--- src/rtl/prescaler_cfg.svh ---
/*
 * Constants of the two-modulus prescaler: dwell counts of the quinary stage.
 * Assumes inclusion by bare name from design files.
 */
`ifndef PRESCALER_CFG_SVH
`define PRESCALER_CFG_SVH

// Input clocks the quinary output stays high in divide-by-six
`define HIGH_COUNT_DIV6 3'h3
// Input clocks the quinary output stays high in divide-by-five
`define HIGH_COUNT_DIV5 3'h2
// Input clocks the quinary output stays low in either modulus
`define LOW_COUNT 3'h3
// Reset levels of the stage outputs
`define QUINARY_RESET 1'h0
`define BINARY_RESET 1'h0

`endif

--- src/rtl/prescaler_pkg.sv ---
/*
 * Types shared by the prescaler design files.
 * Assumes nothing beyond a SystemVerilog compiler.
 */
package prescaler_pkg;

	// Phase of the quinary stage waveform
	typedef enum logic [0:0] {
		PHASE_LOW,
		PHASE_HIGH
	} quinary_phase_t;

endpackage : prescaler_pkg

--- src/rtl/binary_stage.sv ---
/*
 * Toggle (divide-by-two) stage with true and complement outputs.
 * Assumes its clock input is an ordinary signal sampled on clk; it toggles
 * on each rising transition seen on that input.
 */
`timescale 1ns/1ns
`include "prescaler_cfg.svh"

module binary_stage (
	// Clock and reset
	input wire logic clk,
	input wire logic reset,
	// Stage clock and outputs
	input wire logic stage_clock,
	output logic binary_out,
	output logic binary_out_n
);

	logic stage_clock_ff;
	logic binary_ff;
	logic nxt_binary;

	// Edge history of the stage clock
	always_ff @(posedge clk) begin
		if (reset) begin
			stage_clock_ff <= 1'h0;
		end else begin
			stage_clock_ff <= stage_clock;
		end
	end

	always_comb begin
		nxt_binary = binary_ff;
		if (stage_clock && !stage_clock_ff) begin
			nxt_binary = !binary_ff;
		end
	end

	always_ff @(posedge clk) begin
		if (reset) begin
			binary_ff <= `BINARY_RESET;
		end else begin
			binary_ff <= nxt_binary;
		end
	end

	// Both polarities registered from the same next value so they never disagree
	always_ff @(posedge clk) begin
		if (reset) begin
			binary_out <= `BINARY_RESET;
			binary_out_n <= !`BINARY_RESET;
		end else begin
			binary_out <= nxt_binary;
			binary_out_n <= !nxt_binary;
		end
	end

endmodule : binary_stage

--- src/rtl/two_modulus_prescaler.sv ---
/*
 * Two-modulus prescaler: divide-by-5/6 quinary stage, separately clocked
 * toggle stage, and level translator output. The input clock is clk itself;
 * every rising clk edge counts one input clock pulse.
 * Assumes the select inputs are synchronous to clk, and that outside logic
 * makes any feedback wiring and sequences the moduli.
 */
`timescale 1ns/1ns
`include "prescaler_cfg.svh"

// Function
// - Quinary stage divides input clock by five or six
// - All selects low: three high, three low
// - Any select high: two high, three low
// - Selects sampled only at rising-output edge
// - Four selects combined as logical OR
// - Binary output toggles on each stage-clock rise
// - Binary output fed back to a select
// - Feedback, others low: eleven clocks per period
// - Feedback, other select high: divide by ten
// - Translator reproduces translate_in while the pair differs
module two_modulus_prescaler (
	// Clock and reset
	input wire logic clk,
	input wire logic reset,
	// Modulus selects
	input wire logic mod_sel_ecl_a,
	input wire logic mod_sel_ecl_b,
	input wire logic mod_sel_ttl_a,
	input wire logic mod_sel_ttl_b,
	// Quinary stage outputs
	output logic quinary_out,
	output logic quinary_out_n,
	// Binary stage clock and outputs
	input wire logic binary_stage_clock,
	output logic binary_out,
	output logic binary_out_n,
	// Level translator
	input wire logic translate_in,
	input wire logic translate_in_n,
	output logic translate_out
);

	prescaler_pkg::quinary_phase_t phase_ff;
	prescaler_pkg::quinary_phase_t nxt_phase;
	logic [2:0] dwell_ff;
	logic [2:0] nxt_dwell;
	logic short_ff;
	logic nxt_short;
	logic any_sel;

	assign any_sel = mod_sel_ecl_a | mod_sel_ecl_b | mod_sel_ttl_a | mod_sel_ttl_b;

	// Phase sequencer; dwell counts clk pulses spent in the current phase
	always_comb begin
		nxt_phase = phase_ff;
		nxt_dwell = dwell_ff + 3'h1;
		nxt_short = short_ff;
		case (phase_ff)
			prescaler_pkg::PHASE_LOW: begin
				if (dwell_ff == `LOW_COUNT) begin
					nxt_short = any_sel;
					nxt_phase = prescaler_pkg::PHASE_HIGH;
					nxt_dwell = 3'h1;
				end
			end
			prescaler_pkg::PHASE_HIGH: begin
				if ((short_ff && dwell_ff == `HIGH_COUNT_DIV5) ||
						(!short_ff && dwell_ff == `HIGH_COUNT_DIV6)) begin
					nxt_phase = prescaler_pkg::PHASE_LOW;
					nxt_dwell = 3'h1;
				end
			end
			default: begin
				nxt_phase = prescaler_pkg::PHASE_LOW;
				nxt_dwell = 3'h1;
			end
		endcase
	end

	always_ff @(posedge clk) begin
		if (reset) begin
			phase_ff <= prescaler_pkg::PHASE_LOW;
			dwell_ff <= 3'h1;
			short_ff <= 1'h0;
		end else begin
			phase_ff <= nxt_phase;
			dwell_ff <= nxt_dwell;
			short_ff <= nxt_short;
		end
	end

	// registered outputs
	// Output flops follow the next phase so the pin matches the state exactly
	always_ff @(posedge clk) begin
		if (reset) begin
			quinary_out <= `QUINARY_RESET;
			quinary_out_n <= !`QUINARY_RESET;
		end else begin
			quinary_out <= (nxt_phase == prescaler_pkg::PHASE_HIGH);
			quinary_out_n <= (nxt_phase != prescaler_pkg::PHASE_HIGH);
		end
	end

	// feedback is external wiring of binary_out to a select
	binary_stage u_binary (
		.clk(clk),
		.reset(reset),
		.stage_clock(binary_stage_clock),
		.binary_out(binary_out),
		.binary_out_n(binary_out_n)
	);

	// translator follows
	// Differential pair: follow true input only when the pair disagrees,
	// so a momentary equal pair holds the last level instead of glitching
	always_ff @(posedge clk) begin
		if (reset) begin
			translate_out <= `BINARY_RESET;
		end else if (translate_in != translate_in_n) begin
			translate_out <= translate_in;
		end
	end

endmodule : two_modulus_prescaler
--- config.mk ---
export PLATFORM = sky130hd
export DESIGN_NAME = two_modulus_prescaler
export DESIGN_NICKNAME = d
export VERILOG_FILES = /design/src/rtl/prescaler_pkg.sv /design/src/rtl/binary_stage.sv /design/src/rtl/two_modulus_prescaler.sv
export VERILOG_INCLUDE_DIRS = /design/src /design/src/rtl
export SDC_FILE = /design/constraint.sdc
export NUM_CORES = 1
export LEC_CHECK = 0
export ABC_AREA = 1
export ABC_CLOCK_PERIOD_IN_PS = 1120
export BUFFER_PORTS_ARGS = -buffer_cell sky130_fd_sc_hd__clkbuf_2
export CORE_AREA = 2 2 39 41
export CTS_CLUSTER_DIAMETER = 40
export CTS_CLUSTER_SIZE = 30
export DETAILED_ROUTE_END_ITERATION = 10
export DIE_AREA = 0 0 41 43
export PLACE_DENSITY = 0.71
export SYNTH_ARGS = -nofsm -noshare
export SYNTH_HDL_FRONTEND = slang
export SYNTH_SLANG_ARGS = --single-unit
--- constraint.sdc ---
create_clock -name clk -period 1.12 [get_ports clk]
set_input_delay 0.112 -clock clk [delete_from_list [all_inputs] [get_ports clk]]
set_output_delay 0.112 -clock clk [all_outputs]
set_load 0.01 [all_outputs]
# After elaboration in Yosys (flattened, before gate mapping)
# Cells that the tools add are included.
[classes]
add_sub_neg = 1
eq_ne = 3
muxes = 7
n_bitwise = 5
reduce_logical = 9
[op_table]
columns = ["operator", "count"]
rows = [
  ["== test 3 x 2 -> 1 bit, second input constant", 2],
  ["two-way mux 3 bit", 2],
  ["one-hot mux 3 bit (2 select lines)", 1],
  ["logical NOT 1 bit", 4],
  ["adder 3 x 1 -> 3 bit, second input constant", 1],
  ["logical AND 1 bit", 3],
  ["two-way mux 1 bit", 3],
  ["OR 1 bit", 3],
  ["inverter 1 bit", 2],
  ["one-hot mux 1 bit (2 select lines)", 1],
  ["AND reduction 2 bit", 1],
  ["logical OR 1 bit", 1],
  ["!= test 1 bit", 1],
]
[word_totals]
reg_bits = 10
inputBits = 9
output_inout_bits = 5
wordCells = 33

# Longest topological paths before layout
# Gate-level depths: netlist of the first run.
[logic_depth]
depth_word = 6
ltp_mapped = 7
depth_no_buf = 7

# By module
# A second synthesis of the first run with hierarchy kept.
[hier_totals]
cells_unflattened = 60
area_unflattened_um2 = 457.9
[modules_own_cells]
columns = ["mod", "instances", "cells_each", "area_per_inst_um2", "seq_area_each_um2"]
rows = [
  ["two_modulus_prescaler", 1, 45, 349.1, 140.1],
  ["binary_stage", 1, 15, 108.9, 60.1],
]

# Worst setup path before layout of the first run
# OpenSTA, ideal clock, no wires.
[synth_path]
kind = "register to register"
startpoint = "register dwell_ff[0]"
endpoint = "register dwell_ff[2]"
setup_ps = 70
arrival_time_ps = 1017
required_time_ps = 1050
setup_slack_ps = 33
stages_incl_launch_ff = 7
path_buffers = 0
synth_period_minus_slack_ps = 1087
cell_sequence = "dfxtp_1 ha_1 inv_1 ha_1 inv_1 nand4_1 a21oi_1"
[synth_via]
elab_chain_len = 5
word_cells_on_any_way = 9
classes_between = "add/sub (1); eq/ne (2); mux (3); reduce/logical (3)"
[synth_lines]
columns = ["item", "line", "source"]
rows = [
  ["start: declaration", "two_modulus_prescaler.sv:46", "logic [2:0] dwell_ff;"],
  ["start signal: assignment", "two_modulus_prescaler.sv:88", "dwell_ff <= nxt_dwell;"],
  ["branches (longest 4 deep; another with adder 3 x 1 -> 3 bit)", "--", ""],
  ["one-hot mux 3 bit (2 select lines) *", "two_modulus_prescaler.sv:59", "case (phase_ff)"],
]
# Mark *: on every way between the ends.
# A chain may end at the register's enable or synchronous reset.

# Final worst setup path of the first run
# Same ends and word-level chain as after synthesis.

==> key figures, run 1 <==
Clock tree
  – CTS tree: yes
  – Cts bufs inserted: 3
  – Clock slew at reported path FFs: around 60 ps
  – # clock sinks: 10
  – CTS Hold Bufs: 0
  – Longest Clk Path Bufs: 2
  – H-tree depth: 1
  – Clock latency on the worst-skew pair: 250 ps
  – Setup Fix Bufs, Post-CTS: 0
  – CTS Root Cell: clkbuf_4

Setup path
  – Worst setup SP type: flip-flop
  – Class of the most critical setup path: flip-flop to flip-flop
  – Critical Path RT: 1310 ps
  – Crit-path cells: ha_4 -> inv_2 -> ha_4 -> inv_1 -> nand4_1 -> a21oi_1
  – Slowest cell on the critical path: dfxtp_4
  – CP Data Arrival Time: between 1000 and 1500 ps
  – CP dominant cell by count: ha_4
  – CP max FO: 4
  – Critical path capture point type: flip-flop
  – Max incr delay on CP: between 300 and 400 ps

Logic synthesis
  – Mapped Area: ~450 µm²
  – Area share of the largest cell type after synthesis: 44.7%
  – Post-Synthesis Cells: 51
  – Mapped Avg Cell Area: slightly below 9 µm²
  – Synth area leader: dfxtp_1
  – Register area share after synthesis: roughly 45%
  – Seq cells post-synth: 10
  – Synth top area cells: dfxtp_1, nand3_2, ha_1
  – Distinct cells, synth: 13
  – Syn. warnings: 0
  – Mapped Nets: between 60 and 70

Detailed routing
  – Drt pass-1 iters: 4
  – WL final: slightly below 800 µm
  – Routed Antenna Nets: 0
  – Post-route DRC: 0
  – Routed len/inst: around 9.5 µm
  – DRT iter0 DRCs: 8
  – DR vias/cell: approximately 4.4
  – DR vias: between 300 and 400

Timing
  – Worst slew pin tran: between 150 and 200 ps
  – Sum Neg Setup Slack: 0 ps
  – F_max: slightly above 900 MHz
  – Final Setup Violations: 0
  – Worst Hold Slack: 32.4 ps
  – Final min period: between 1000 and 1500 ps
  – Final setup margin: between 50 and 60 ps
  – Final hold vios: 0
  – Clock skew: 2.92 ps
  – Final period utilization: between 90% and 100%
  – Slew Limit Fails: 0
  – Rel. slew slack: between 80 and 90%

Floorplanning
  – FP Rows: 14
  – Core area: 1380 µm²
  – Die Outline Area: between 1500 and 2000 µm²
  – Io pins: 14
  – Initial Utilization: approximately a third
  – Die width: 41 µm
  – Die Ht: 43 µm

Cells and area
  – Share of cells above drive strength 1: a little under three fifths
  – Fillers: approximately 140
  – Final Non-Filler Cells: 83
  – Area grow syn2layout: 31.8%
  – N_diodes: 0
  – Design area: about 590 µm²
  – Final #Nets: 82
  – Leading cell type in the layout, fill and taps excluded: clkbuf_2
  – Most frequent cells in the layout: clkbuf_2, inv_2, dfxtp_1

Pwr
  – Max IR drop VDD: 937 µV
  – PD cells: a little under 2000 nW/µm²
  – Leakage power: roughly 0.28 nW

Placement
  – Placement Setup Slack: -20.1 ps
  – DP Area: 533 µm²
  – IO Port Bufs: 13
  – Cells after DPL: 80
  – DP HPWL: between 600 and 700 µm
  – Placer Congestion: ~0.70

Global route
  – First-pass GRT wire length: 1320 µm
  – Initial antenna violation count: 0
  – Total track usage: 11.1%
  – Vias in the first global route: approximately 360
  – Pin count of the biggest net entering global routing: 7
  – Grt ovf: 0

Run status
  – Outcome: finished, final reports clean

Flow run
  – Max-cap violations: 0

Min path
  – Hold WC Path Type: input pin to flip-flop
cell usage after synthesis:
library cell and n:
inv_2 7, a21oi_1 3, nand2_2 2, ha_1 4, or2_1 1, nor2_1 4, o21ai_1 2, nor2_2 1
dfxtp_1 10, nand3_2 6, nand2_1 6, nand4_1 2, inv_1 3
sequential cells by signal, summed over array words and instances (netlist names):
register and cells:
quinary_out 1, u_binary.stage_clock_ff 1, u_binary.binary_ff 1, short_ff 1
translate_out 1, dwell_ff 3, quinary_out_n 1, u_binary.binary_out_n 1
where the power goes:
part	switching, W	leakage, nW	internal (W)	total (W)
registers	0.0000816	0.0835	0.000459	0.000540
logic	0.000227	0.185	0.000178	0.000405
clock network	0.000102	0.0138	0.000123	0.000225
logic make-up (layout without fill, tap and decap cells):
| logic type | after synthesis | count (layout) | synth area share (%) |
|---|---|---|---|
| DFF | 10 | 10 | 44.7 |
| adders and majority gates | 4 | 4 | 11.2 |
| and+or+nand+nor | 22 | 22 | 30.2 |
| buffers and inverters | 10 | 26 | 8.38 |
| AOI/OAI and AO/OA | 5 | 5 | 5.59 |
critical path: cells and delay by family (launching register included):
family          cells  cell delay [ps]
flops               1              360
fa+ha+maj           2              340
compound gates      1              140
buf+inv             2              100
simple gates        1               70
worst paths after layout:
path / slack (ps) / endpoint / cells past startpoint / from
setup reg to reg: 50 / dwell_ff[2] / 6 / dwell_ff[0]
setup / recovery: 50 / dwell_ff[2] / 6 / dwell_ff[0]
hold / removal: 30 / translate_out / 2 / translate_in_n
hold reg to reg: 470 / dwell_ff[0] / 1 / dwell_ff[0]
area by class of cell:
| type | count | area (µm²) | share of cell area, % |
|---|---|---|---|
| Multi-Input combinational cell | 31 | 238 | 40.3 |
| Timing Repair Buffer | 13 | 65.1 | 11.0 |
| Sequential cell | 10 | 208 | 35.2 |
| Tap cell | 16 | 20.0 | 3.39 |
| Inverter | 10 | 37.5 | 6.36 |
| Clock buffer | 3 | 22.5 | 3.81 |
stage by stage:
stage | util, % | total power [W]
floorplan | - | 0.000783
global placement | 38.5 | 0.000867
detailed placement | 38.5 | 0.000881
CTS | 40.3 | 0.00112
global route | 42.7 | 0.00127
finish | 42.7 | 0.00117
what timing repair did:
item,4_1_cts,5_1_grt
endpoints found under the setup margin,1,3
pin swaps,0,4
gates resized for setup,2,7
per-layer routing:
layer  GRT usage (%)  vias up  routed length, µm
li1                -      194                  -
met1            12.4      169                310
met2            17.8        6                448
met3            3.14        0                 30
met4            6.00        0                  0
met5               0        -                  0
Power figures use the tool's default switching activity.
==> inputs of run 2 (changes only) <==
SYNTH_HIERARCHICAL = 1   (was unset)
==> run 2 against run 1 <==
Register-to-register slack hardly changed. Combinational power grew 18%. Fmax shrank 0.30%. Critical path depth unchanged. Sequential cell count unchanged. Clock power up 50%. Area after synthesis increased by 2.2%. Die area unchanged. Sequential power decreased by 5.9%. First-iteration DRC count decreased by 38%. Highest routed layer is now met4.
==> key figures, run 2 <==
Global route
  – Pin count of the biggest net entering global routing: 8 (+1)
  – Total track usage: 14.1% (+3.0 points)
  – Grt ovf: 0 (unchanged)
  – Global routing's busiest layer: met2
  – Initial antenna violation count: 0 (unchanged)
  – Vias in the first global route: 423 (+18%)
  – GR Layer Usage met1: 14.1% (+1.6 points)
  – Met2 Use GR: 19.7% (+1.9 points)
  – Met3 Use GR: 3.66% (+0.52 points)
  – First-pass GRT wire length: 1570 µm (+19%)

Setup path
  – Reg-to-Reg End: dwell_ff[2]
  – CP max FO: 2 (-2)
  – R2r worst-path depth: 6 (unchanged)
  – Worst setup SP type: flip-flop
  – Critical path capture point type: flip-flop
  – Class of the most critical setup path: flip-flop to flip-flop
  – Critical Path RT: 1330 ps (+20 ps)
  – CP Data Arrival Time: 1280 ps (+20 ps)
  – R2R Path Start: dwell_ff[0]
  – Worst reg2reg setup slack: 50 ps (about the same)

Min path
  – Hold WC Path Type: input pin to flip-flop
  – Worst Hold Depth: 3 (+1)
  – Hold Path Sink: u_binary/stage_clock_ff
  – Hold path start: binary_stage_clock

Logic synthesis
  – Seq cells post-synth: 10 (unchanged)
  – Ys async rst share: 0% (unchanged)
  – Distinct cells, synth: 11 (-2)
  – Mapped Nets: 73 (+14%)
  – EDFF count, synth: 0 (unchanged)
  – Mapped Avg Cell Area: 7.63 µm² (-13%)
  – Area share of the largest cell type after synthesis: 43.7% (-0.98 points)
  – Register area share after synthesis: 43.7% (-0.98 points)
  – Post-synth top cells: nand2_1, dfxtp_1, inv_1, nor2_1
  – Synth top area cells: dfxtp_1, ha_1, nand2_1
  – Predominant post-synthesis flop cell: dfxtp_1
  – Mapped Area: 458 µm² (+2.2%)
  – Synth area leader: dfxtp_1
  – Syn. warnings: 6 (+6)
  – Post-Synthesis Cells: 60 (+18%)
  – Top-count cell post-synth: nand2_1

Timing
  – Clock skew: 0.724 ps (-2.20 ps)
  – Final Setup Violations: 0 (unchanged)
  – F_max: 932 MHz (-0.30%)
  – Final min period: 1070 ps (+3.22 ps)
  – Final setup margin: 47.1 ps (-3.22 ps)
  – Final period utilization: 95.8% (+0.29 points)
  – Slew Limit Fails: 0 (unchanged)
  – Worst slew pin tran: 219 ps (+53.0 ps)
  – Rel. slew slack: 85.4% (-3.5 points)
  – RSZ-0062 raised after global routing: yes
  – Final hold vios: 0 (unchanged)

Clock tree
  – Clock latency on the worst-skew pair: 270 ps (+20 ps)
  – H-tree depth: 1 (unchanged)
  – Cts bufs inserted: 3 (unchanged)
  – CTS Root Cell: clkbuf_4
  – Longest Clk Path Bufs: 2 (unchanged)
  – CTS tree: yes
  – Clock slew at reported path FFs: 70 ps (about the same)
  – # clock sinks: 10 (unchanged)

Pwr
  – Max IR drop VDD: 977 µV (+4.3%)
  – Leakage power: 0.307 nW (+8.8%)
  – Power Total: 0.00132 W (+13%)
  – PD cells: 2050 nW/µm² (+3.6%)

Detailed routing
  – WL final: 941 µm (+19%)
  – Drt pass-1 iters: 3 (-1)
  – Routed len/inst: 9.80 µm (+3.1%)
  – DR vias: 423 (+15%)
  – Routed Antenna Nets: 0 (unchanged)
  – Post-route DRC: 0 (unchanged)
  – DRT iter0 DRCs: 5 (-3)
  – DR vias/cell: 4.41 (-0.89%)

Placement
  – DP Area: 551 µm² (+3.3%)
  – Placement Setup Slack: -72.9 ps (-52.8 ps)
  – Placer Congestion: 0.778 (+11%)
  – DP HPWL: 669 µm (+10%)
  – Cells after DPL: 90 (+13%)
  – IO Port Bufs: 13 (unchanged)

Cells and area
  – Leading cell type in the layout, fill and taps excluded: clkbuf_2
  – Area grow syn2layout: 40.7%
  – Multi-input logic area: 254 µm² (+6.8%)
  – Final #Nets: 94 (+15%)
  – N_diodes: 0 (unchanged)
  – Design area: 644 µm² (+9.1%)
  – Max reg flops: 3 (unchanged)
  – Register Area: 203 µm² (-2.4%)
  – Most frequent cells in the layout: clkbuf_2, nand2_1, nor2_1, dfxtp_1, inv_1
  – Share of cells above drive strength 1: 43.8% (-13 points)
  – Fillers: 140 (-0.71%)
  – Most flop-heavy register: dwell_ff
  – Final Non-Filler Cells: 96 (+16%)

Floorplanning
  – Die Outline Area: 1760 µm² (unchanged)
  – Core area: 1380 µm² (unchanged)
  – Initial Utilization: 33.1% (+0.72 points)
  – Die Ht: 43 µm (unchanged)
  – FP Rows: 14 (unchanged)
  – Io pins: 14 (unchanged)
  – Die width: 41 µm (unchanged)

Flow run
  – Max-cap violations: 0 (unchanged)

Run status
  – Outcome: finished, final reports clean
## run 2: cells by family after synthesis
family,synth area share (%)
fa+ha+maj,10.9
flops,43.7
compound gates,6.56
buf+inv,8.20
simple gates,30.6
## run 2: per-stage QoR
step | util, % | hold WS (ps) | setup TNS [ps]
2_1_floorplan | - | 181 | 0
6_report | 46.6 | 72.3 | 0
5_1_grt | 46.6 | 94.2 | -29.8
3_5_place_dp | 39.8 | 297 | -72.9
3_3_place_gp | 39.8 | 286 | -6.16
4_1_cts | 44.8 | 62.1 | 0
## run 2: metal layers
layer  part of all wire [%]  wire length (µm)
met5                      0                 0
met4                    5.0                47
met3                    3.5                33
met2                     50               475
met1                     41               384
## run 2: layout make-up
cell class,count,area share (%)
Multi-Input combinational cell,40,39.4
Sequential cell,10,31.5
Inverter,10,5.83
Tap cell,16,3.11
Clock buffer,4,5.63
Timing Repair Buffer,16,14.6
## run 2: report_power, final
part | switching (W) | internal (W) | total, W
registers | 0.0000643 | 0.000444 | 0.000508
clock network | 0.000139 | 0.000198 | 0.000337
logic | 0.000258 | 0.000220 | 0.000478
## run 2: what timing repair did
item / CTS / global route
hold buffers: 1 / 0
setup buffers: 1 / 0
pin swaps: 3 / 3
gates resized for setup: 4 / 8
endpoints found under the hold margin: 1 / 0
setup endpoints to repair: 1 / 6
## run 2: critical path, stage by stage (launching register included)
cell	delay, ps
dfxtp_2	330
ha_2	180
inv_2	60
ha_4	190
nor2_2	80
nand3_1	70
a21oi_1	110
## run 2: worst max path at each step
| stage | from | end | slack (ps) | depth (start not counted) |
|---|---|---|---|---|
| 6_report | dwell_ff[0] | dwell_ff[2] | 50 | 6 |
| 5_1_grt | dwell_ff[0] | dwell_ff[2] | -20 | 6 |
| 4_1_cts | dwell_ff[0] | dwell_ff[2] | 5 | 6 |
| 3_5_place_dp | dwell_ff[0] | dwell_ff[2] | -70 | 6 |
| 3_3_place_gp | dwell_ff[0] | dwell_ff[2] | -6 | 6 |
| 2_1_floorplan | dwell_ff[0] | dwell_ff[2] | 10 | 6 |
